**src/rtl/uotg_pkg.sv**
```systemverilog
// uotg_pkg: register map, field positions and timing for the otg status block
// assumes a 40 MHz ref_clk and 32-bit avalon-mm register access
package uotg_pkg;
   // register byte offsets
   localparam logic [3:0] UOTG_OFS_FLAGS  = 4'h0;
   localparam logic [3:0] UOTG_OFS_STATUS = 4'h4;
   // field positions, shared by flags and live status except timer and act, which are flags only
   localparam int UOTG_BIT_ID     = 7;
   localparam int UOTG_BIT_TIMER  = 6;
   localparam int UOTG_BIT_LINE   = 5;
   localparam int UOTG_BIT_ACT    = 4;
   localparam int UOTG_BIT_SESSION_VALID_STATUS  = 3;
   localparam int UOTG_BIT_B_SESSION_END_STATUS = 2;
   localparam int UOTG_BIT_AVBUS  = 0;
   // implemented bits of each register
   localparam logic [7:0] UOTG_FLAG_MASK   = 8'hFD;
   localparam logic [7:0] UOTG_STATUS_MASK = 8'hAD;
   localparam logic [7:0] UOTG_RESET_VAL   = 8'h00;
   localparam logic [31:0] UOTG_ZERO_WORD  = 32'h0000_0000;
   // one millisecond in clock cycles
   localparam int UOTG_CLK_HZ      = 40_000_000;
   localparam int UOTG_MS_US       = 1000;
   localparam int UOTG_MS_CYCLES   = (UOTG_CLK_HZ / 1_000_000) * UOTG_MS_US;
   localparam int UOTG_CNT_W       = 16;
   // number of synchronised inputs: id, session_valid_status, b_session_end_status, avbus, dp, dm
   localparam int UOTG_NSYNC       = 6;
   // positions inside the synchronised cable vector
   localparam int UOTG_PIN_ID     = 3;
   localparam int UOTG_PIN_SESSION_VALID_STATUS  = 2;
   localparam int UOTG_PIN_B_SESSION_END_STATUS = 1;
   localparam int UOTG_PIN_AVBUS  = 0;
   // enabled cycles after reset before cable edges count; covers the sync latency
   localparam int UOTG_SETTLE_CYCLES = 6;
endpackage : uotg_pkg

```
**src/rtl/uotg_sync.sv**
```systemverilog
// uotg_sync: three-flop synchroniser bank with agreement filter
// assumes asynchronous pin levels; output changes once stages two and three agree
`timescale 1ns/1ps
module uotg_sync
   import uotg_pkg::*;
#(
   parameter int WIDTH = 1
) (
   input  wire logic             ref_clk,
   input  wire logic             srst,
   input  wire logic             clk_en,
   input  wire logic [WIDTH-1:0] async_in,
   output logic      [WIDTH-1:0] sync_out
);
   logic [WIDTH-1:0] meta_q;
   logic [WIDTH-1:0] s2_q;
   logic [WIDTH-1:0] s3_q;

   // meta_q feeds only s2_q
   always_ff @(posedge ref_clk) begin
      if (srst) begin
         meta_q <= '0;
         s2_q   <= '0;
         s3_q   <= '0;
      end else if (clk_en) begin
         meta_q <= async_in;
         s2_q   <= meta_q;
         s3_q   <= s2_q;
      end
   end

   // filtered level, updated per bit only on agreement
   genvar g;
   generate
      for (g = 0; g < WIDTH; g++) begin : g_agree
         always_ff @(posedge ref_clk) begin
            if (srst) begin
               sync_out[g] <= 1'b0;
            end else if (clk_en && (s2_q[g] == s3_q[g])) begin
               sync_out[g] <= s3_q[g];
            end
         end
      end
   endgenerate
endmodule : uotg_sync

```
**src/rtl/uotg_ms_timer.sv**
```systemverilog
// uotg_ms_timer: free-running one millisecond tick generator
// assumes clk_en gates time; tick is a pulse of one enabled cycle
`timescale 1ns/1ps
module uotg_ms_timer
   import uotg_pkg::*;
(
   input  wire logic ref_clk,
   input  wire logic srst,
   input  wire logic clk_en,
   output logic      ms_tick
);
   localparam logic [UOTG_CNT_W-1:0] LAST = UOTG_CNT_W'(UOTG_MS_CYCLES - 1);
   logic [UOTG_CNT_W-1:0] cnt_q;

   // count 0..LAST, pulse on wrap; the tick holds while frozen so it is never lost
   always_ff @(posedge ref_clk) begin
      if (srst) begin
         cnt_q   <= '0;
         ms_tick <= 1'b0;
      end else if (clk_en) begin
         ms_tick <= (cnt_q == LAST);
         cnt_q   <= (cnt_q == LAST) ? '0 : cnt_q + 1'b1;
      end
   end
endmodule : uotg_ms_timer

```
**src/rtl/uotg_status.sv**
```systemverilog
// uotg_status: usb otg live status and sticky change flags behind avalon-mm
// assumes cable comparator and pin levels are asynchronous; se0/j come from the usb core
`timescale 1ns/1ps
module uotg_status
   import uotg_pkg::*;
(
   input  wire logic        ref_clk,
   input  wire logic        srst,
   input  wire logic        clk_en,
   // avalon-mm slave
   input  wire logic [3:0]  avs_address,
   input  wire logic        avs_read,
   input  wire logic        avs_write,
   input  wire logic [31:0] avs_writedata,
   input  wire logic [3:0]  avs_byteenable,
   output logic [31:0]      avs_readdata,
   output logic             avs_waitrequest,
   // cable side levels
   input  wire logic        id_pin,
   input  wire logic        session_valid_in,
   input  wire logic        session_end_in,
   input  wire logic        a_vbus_valid_in,
   input  wire logic        dp_pin,
   input  wire logic        dm_pin,
   // line state from the usb core, same clock
   input  wire logic        line_se0,
   input  wire logic        line_j_level,
   input  wire logic        sleeping
);
   logic [3:0]  pin_sync;
   logic        ms_tick;
   logic        id_s;
   logic        session_valid_status_s;
   logic        b_session_end_status_s;
   logic        avbus_s;
   logic [3:0]  pin_prev_q;
   logic [1:0]  line_prev_q;
   logic [1:0]  line_rec_q;
   logic [1:0]  dpm_sync;
   logic [1:0]  dpm_prev_q;
   logic        line_moved_q;
   logic        line_stable_status_q;
   logic [7:0]  flags_q;
   logic [7:0]  flags_d;
   logic [7:0]  status_w;
   logic [7:0]  set_w;
   logic [7:0]  clr_w;
   logic        ack_q;
   logic        wake_w;
   logic [2:0]  settle_q;
   logic        armed_w;
   logic [3:0]  pin_edge_w;
   logic [1:0]  line_now_w;
   logic        line_step_w;

   // decode of a register word offset
   function automatic logic hit(input logic [3:0] addr, input logic [3:0] ofs);
      hit = (addr == ofs);
   endfunction : hit

   // pin levels pass four flops, three sync stages and the agreement filter; order id, session_valid_status, b_session_end_status, avbus
   uotg_sync #(.WIDTH(4)) u_sync_cable (
      .ref_clk  (ref_clk),
      .srst     (srst),
      .clk_en   (clk_en),
      .async_in ({id_pin, session_valid_in, session_end_in, a_vbus_valid_in}),
      .sync_out (pin_sync)
   );

   // data lines only feed activity detection
   uotg_sync #(.WIDTH(2)) u_sync_data (
      .ref_clk  (ref_clk),
      .srst     (srst),
      .clk_en   (clk_en),
      .async_in ({dp_pin, dm_pin}),
      .sync_out (dpm_sync)
   );

   uotg_ms_timer u_timer (
      .ref_clk (ref_clk),
      .srst    (srst),
      .clk_en  (clk_en),
      .ms_tick (ms_tick)
   );

   assign id_s     = pin_sync[UOTG_PIN_ID];
   assign session_valid_status_s  = pin_sync[UOTG_PIN_SESSION_VALID_STATUS];
   assign b_session_end_status_s = pin_sync[UOTG_PIN_B_SESSION_END_STATUS];
   assign avbus_s  = pin_sync[UOTG_PIN_AVBUS];

   // edges stay masked until the sync chain holds real pin levels after reset;
   // otherwise a pin idling high would look like a change right after reset
   always_ff @(posedge ref_clk) begin
      if (srst) begin
         settle_q <= '0;
      end else if (clk_en && !armed_w) begin
         settle_q <= settle_q + 3'h1;
      end
   end

   assign armed_w = (settle_q == 3'(UOTG_SETTLE_CYCLES));

   // one edge detector per cable level
   genvar gi;
   generate
      for (gi = 0; gi < $bits(pin_sync); gi++) begin : g_edge
         assign pin_edge_w[gi] = armed_w && (pin_sync[gi] != pin_prev_q[gi]);
      end
   endgenerate

   // current line state and a move since the last cycle
   assign line_now_w  = {line_se0, line_j_level};
   assign line_step_w = (line_prev_q != line_now_w);

   // previous synchronised levels for edge compare
   always_ff @(posedge ref_clk) begin
      if (srst) begin
         pin_prev_q <= '0;
         dpm_prev_q <= '0;
      end else if (clk_en) begin
         pin_prev_q <= pin_sync;
         dpm_prev_q <= dpm_sync;
      end
   end

   // line stability over the current millisecond window;
   // a change anywhere in the window spoils it, so the status lags up to 2 ms
   always_ff @(posedge ref_clk) begin
      if (srst) begin
         line_prev_q          <= '0;
         line_moved_q         <= 1'b0;
         line_stable_status_q <= 1'b0;
         line_rec_q           <= '0;
      end else if (clk_en) begin
         line_prev_q <= line_now_w;
         if (ms_tick) begin
            // a move in the tick cycle itself spoils the next window
            line_moved_q         <= line_step_w;
            line_stable_status_q <= !line_moved_q && !line_step_w;
            if (!line_moved_q && !line_step_w) begin
               line_rec_q <= line_prev_q;
            end
         end else if (line_step_w) begin
            line_moved_q         <= 1'b1;
            line_stable_status_q <= 1'b0;
         end
      end
   end

   // wake activity only counts while the core reports sleep
   assign wake_w = sleeping && armed_w && ((dpm_sync != dpm_prev_q) || pin_edge_w[UOTG_PIN_ID]
                   || pin_edge_w[UOTG_PIN_SESSION_VALID_STATUS] || pin_edge_w[UOTG_PIN_AVBUS]);

   // hardware set terms per flag bit
   always_comb begin
      set_w                  = '0;
      set_w[UOTG_BIT_ID]     = pin_edge_w[UOTG_PIN_ID];
      set_w[UOTG_BIT_TIMER]  = ms_tick;
      set_w[UOTG_BIT_LINE]   = ms_tick && !line_moved_q && !line_step_w && (line_prev_q != line_rec_q);
      set_w[UOTG_BIT_ACT]    = wake_w;
      set_w[UOTG_BIT_SESSION_VALID_STATUS]  = armed_w && b_session_end_status_s && !pin_prev_q[UOTG_PIN_B_SESSION_END_STATUS];
      set_w[UOTG_BIT_B_SESSION_END_STATUS] = pin_edge_w[UOTG_PIN_B_SESSION_END_STATUS];
      set_w[UOTG_BIT_AVBUS]  = pin_edge_w[UOTG_PIN_SESSION_VALID_STATUS];
   end

   // write-one-to-clear on byte lane 0 only
   always_comb begin
      clr_w = '0;
      if (avs_write && ack_q && avs_byteenable[0] && hit(avs_address, UOTG_OFS_FLAGS)) begin
         clr_w = avs_writedata[7:0] & UOTG_FLAG_MASK;
      end
   end

   // set wins over a clear in the same cycle
   always_comb begin
      flags_d = ((flags_q & ~clr_w) | set_w) & UOTG_FLAG_MASK;
   end

   always_ff @(posedge ref_clk) begin
      if (srst) begin
         flags_q <= UOTG_RESET_VAL;
      end else if (clk_en) begin
         flags_q <= flags_d;
      end
   end

   // live status image
   always_comb begin
      status_w                  = '0;
      status_w[UOTG_BIT_ID]     = id_s;
      status_w[UOTG_BIT_LINE]   = line_stable_status_q;
      status_w[UOTG_BIT_SESSION_VALID_STATUS]  = session_valid_status_s;
      status_w[UOTG_BIT_B_SESSION_END_STATUS] = b_session_end_status_s;
      status_w[UOTG_BIT_AVBUS]  = avbus_s;
   end

   // one wait cycle per access: waitrequest drops in the cycle after request
   always_ff @(posedge ref_clk) begin
      if (srst) begin
         ack_q <= 1'b0;
      end else if (clk_en) begin
         ack_q <= (avs_read || avs_write) && !ack_q;
      end
   end

   assign avs_waitrequest = (avs_read || avs_write) && !ack_q;

   // registered read data, unmapped reads return zero
   always_ff @(posedge ref_clk) begin
      if (srst) begin
         avs_readdata <= UOTG_ZERO_WORD;
      end else if (clk_en && avs_read && !ack_q) begin
         if (hit(avs_address, UOTG_OFS_FLAGS)) begin
            avs_readdata <= {24'h00_0000, flags_q & UOTG_FLAG_MASK};
         end else if (hit(avs_address, UOTG_OFS_STATUS)) begin
            avs_readdata <= {24'h00_0000, status_w & UOTG_STATUS_MASK};
         end else begin
            avs_readdata <= UOTG_ZERO_WORD;
         end
      end
   end
endmodule : uotg_status

```
**config.mk**
```make
export PLATFORM = sky130hd
export DESIGN_NAME = uotg_status
export DESIGN_NICKNAME = d
export VERILOG_FILES = /design/src/rtl/uotg_pkg.sv /design/src/rtl/uotg_sync.sv /design/src/rtl/uotg_ms_timer.sv /design/src/rtl/uotg_status.sv
export SDC_FILE = /design/constraint.sdc
export NUM_CORES = 1
export LEC_CHECK = 0
export ABC_CLOCK_PERIOD_IN_PS = 1800
export BUFFER_PORTS_ARGS = -buffer_cell sky130_fd_sc_hd__clkbuf_2
export CAP_MARGIN = 10
export CORE_MARGIN = 1
export CORE_UTILIZATION = 53
export DETAILED_ROUTE_END_ITERATION = 7
export HOLD_SLACK_MARGIN = 0.1
export PLACE_DENSITY = 0.8
export SETUP_SLACK_MARGIN = 0.1
export SYNTH_ARGS = -nofsm -noshare
export SYNTH_HDL_FRONTEND = slang
export SYNTH_HIERARCHICAL = 1
export SYNTH_SLANG_ARGS = --single-unit
```
**constraint.sdc**
```tcl
create_clock -name ref_clk -period 1.8 [get_ports ref_clk]
set_input_delay 0.36 -clock ref_clk [delete_from_list [all_inputs] [get_ports ref_clk]]
set_output_delay 0.36 -clock ref_clk [all_outputs]
set_load 0.005 [all_outputs]
```
==> flow_summary.json <==
{
  "fin_crit_ns": 1.549,
  "initial_core_util_pct": 54.62,
  "crit_fanout": 16,
  "crit_path_end": "u_timer/cnt_q[5]",
  "cts_hold_buf": 0,
  "drive_above_1_share_pct": 21.13,
  "worst_slew_pin_slew_ns": 0.4888,
  "yosysSeqAreaShare_pct": 40.98,
  "place_area_mm2": 0.003583,
  "cp_slowest_stage_delay_ns": 0.41,
  "end_kind": "flop",
  "antenna_left": 0,
  "drv_cap": 0,
  "cts_resized": 0,
  "grt_pass1_wl_mm": 10.28,
  "tritoncts": "built",
  "htreeDepth": 3,
  "slew_violations": 0,
  "die_x_um": 82.90,
  "syn_area_mm2": 0.003468,
  "synth_ff_type": "dfxtp_1",
  "slowest_stage": "dfxtp_1",
  "detail_route.wl_per_cell_um": 12.63,
  "io_pins": 87,
  "insertion_delay_ns": 0.34,
  "vias": 2414,
  "start_kind": "flop",
  "syn2layout_area_growth_pct": 9.560,
  "peakVddDrop_mv": 0.6302,
  "ys_ff_latch": 71,
  "grt_max_degree": 62,
  "p_leak_uw": 0.001526,
  "design_area_mm2": 0.003800,
  "cts_setup_buffers": 0,
  "reg2reg_from": "u_timer/cnt_q[0]",
  "grt_pass1_vias": 2375,
  "syn_avg_cell_area_um2": 9.881,
  "numPortBuffers": 33,
  "routed_wl_mm": 5.873,
  "path_buf_inv": 0,
  "period_share_pct": 86.05,
  "yosysUniqueCellTypes": 41,
  "cts_buffer_depth": 2,
  "holdWs_ns": 0.2533,
  "rsz0062_at_grt": "no",
  "synth_edf_count": 0,
  "worstPathArrival_ns": 1.78,
  "crit_start": "u_timer/cnt_q[0]",
  "status": "complete, no violations",
  "tns_ns": 0,
  "grt_usage_pct": 18.61,
  "initialDrtViolationCount": 105,
  "drc": 0,
  "nFillCells": 536,
  "p_per_area_mw_per_mm2": 829.2,
  "hold_path.class": "in2reg",
  "cp_cell_sequence": "ha_1 > nand3_2 > nor2_4 > a41o_4 > nor2_1",
  "ys_warn_count": 6,
  "die_h_um": 82.90,
  "nets": 440,
  "hold_viol_final": 0,
  "clock_skew_ns": 0.007472,
  "place_congestion": 0.7896,
  "relSlewSlack_pct": 67.17,
  "root_buffer": "clkbuf_8",
  "setup_violations": 0,
  "reg2reg_to": "u_timer/cnt_q[5]",
  "grt_overflow": 0,
  "die_area_mm2": 0.006872,
  "fin_util_pct": 59.84,
  "core_mm2": 0.006350,
  "cts_sinks": 71,
  "crit_family": "simple AND/OR/NAND/NOR gates",
  "row_count": 29,
  "synthCells": 351,
  "antenna_found_initial": 0,
  "post-dp-hpwl_mm": 4.032,
  "clock.fmax_mhz": 645.6,
  "vias_per_cell": 5.191,
  "crit_type": "reg2reg",
  "clkTransAtPathRegs_ns": 0.07,
  "drtPass1Iterations": 4,
  "r2r_setup_slack_ns": 0.25,
  "cts_buffers": 9,
  "antenna_cells": 0,
  "r2r_cells": 5,
  "worst-path-stages": 5,
  "async_reset_ff_share_pct": 0,
  "cp.required_ns": 2.03
}
[worst reg2reg max path: stages, from the launching register on]
cell and delay [ns]:
dfxtp_1 0.41, ha_1 0.24, nand3_2 0.19, nor2_4 0.18, a41o_4 0.34, nor2_1 0.08
[cell type report]
class	instances	area [µm²]	area share [%]
tap	77	96.34	2.535
clock buffer	10	137.6	3.622
timing repair buffer	37	220.2	5.795
clock inverter	6	68.82	1.811
multi-input combinational	255	1822	47.94
inverter	9	33.78	0.8890
sequential	71	1421	37.41
[report_power, final]
part           internal [µW]  total, µW  leakage (µW)  switching, µW
clock                    681       1290     0.0000912            605
combinational            103        234      0.000859            131
sequential              1600       1630      0.000575           29.6
total                   2390       3150       0.00153            765
[cells in the final DEF (no fill, tap or decap), types with 5 or more instances in the layout]
| master | netlist | final |
|---|---|---|
| dfxtp_1 | 71 | 71 |
| nor4_2 | 5 | 5 |
| conb_1 | 1 | 25 |
| nor3_1 | 6 | 6 |
| a22oi_1 | 9 | 9 |
| xor2_1 | 8 | 8 |
| o32ai_2 | 6 | 6 |
| nor2_1 | 61 | 61 |
| a21oi_1 | 16 | 16 |
| nand2_1 | 14 | 14 |
| nand2b_1 | 7 | 7 |
| nor2b_4 | 6 | 6 |
| clkbuf_8 | 0 | 10 |
| nand3_1 | 10 | 10 |
| xnor2_1 | 18 | 18 |
| clkbuf_2 | 0 | 33 |
| inv_1 | 9 | 9 |
| mux2i_1 | 30 | 30 |
[per-layer routing]
layer  GRT usage, %  vias up  wire [µm]
li1               -     1216          -
met1          20.64     1143       2514
met2          32.79       48       3074
met3          6.064        7        217
met4          7.367        0         67
met5              0        -          0
[synthesized netlist by cell type (2+ instances only)]
| cell | count | area [µm²] |
|---|---|---|
| a21oi_1 | 16 | 80.08 |
| nand3_1 | 10 | 50.05 |
| nor4_2 | 5 | 62.56 |
| a22oi_1 | 9 | 67.56 |
| xnor2_1 | 18 | 157.7 |
| nor2_1 | 61 | 229.0 |
| nand2_1 | 14 | 52.55 |
| o32ai_2 | 6 | 97.59 |
| nand2b_1 | 7 | 43.79 |
| nand4_1 | 4 | 25.02 |
| nor3_1 | 6 | 30.03 |
| nand4_4 | 2 | 42.54 |
| nor2b_4 | 6 | 82.58 |
| ha_1 | 3 | 37.54 |
| mux2_1 | 4 | 45.04 |
| buf_6 | 5 | 56.30 |
| buf_2 | 5 | 25.02 |
| clkbuf_1 | 4 | 15.01 |
| inv_1 | 9 | 33.78 |
| buf_4 | 26 | 195.2 |
| xor2_1 | 8 | 70.07 |
| and4b_1 | 2 | 20.02 |
| dfxtp_1 | 71 | 1421 |
| nor4_4 | 3 | 63.81 |
| and3_1 | 2 | 12.51 |
| mux2i_1 | 30 | 300.3 |
[sequential cells by signal, indices dropped and copies added (netlist names), 2 cells and up]
register / cells
u_timer/cnt_q: 16
avs_readdata: 7
flags_q: 7
pin_prev_q: 4
u_sync_cable/meta_q: 4
u_sync_cable/s2_q: 4
u_sync_cable/s3_q: 4
u_sync_cable/sync_out: 4
settle_q: 3
dpm_prev_q: 2
line_prev_q: 2
line_rec_q: 2
u_sync_data/meta_q: 2
u_sync_data/s2_q: 2
u_sync_data/s3_q: 2
u_sync_data/sync_out: 2
[worst min-delay path by stage]
stage	start	endpoint	slack (ns)	cells past startpoint
2_1_floorplan	flags_q[2]	flags_q[2]	0.43	2
3_3_place_gp	flags_q[3]	flags_q[3]	0.44	2
3_5_place_dp	flags_q[4]	flags_q[4]	0.45	2
4_1_cts	session_end_in	u_sync_cable/meta_q[1]	0.24	3
5_1_grt	id_pin	u_sync_cable/meta_q[3]	0.26	3
6_report	session_end_in	u_sync_cable/meta_q[1]	0.25	3
[kinds of logic after synthesis]
family / count (synthesis) / synth area share (%)
and+or+nand+nor: 129 / 23.20
DFF: 71 / 40.98
buffers and inverters: 49 / 9.379
AOI/OAI and AO/OA: 37 / 8.405
muxes: 35 / 10.28
xor gates and xnor gates: 26 / 6.566
adders and majority gates: 3 / 1.082
other: 1 / 0.1081
[through the flow]
stage	std cells	total power, µW	setup slack [ns]
CTS	465	3197	0.1851
finish	465	3151	0.2511
global route	465	3299	0.1426
detailed placement	449	1900	0.09012
global placement	449	1891	0.1548
floorplan	375	1874	0.3814
(Power assumes the default switching activity.)
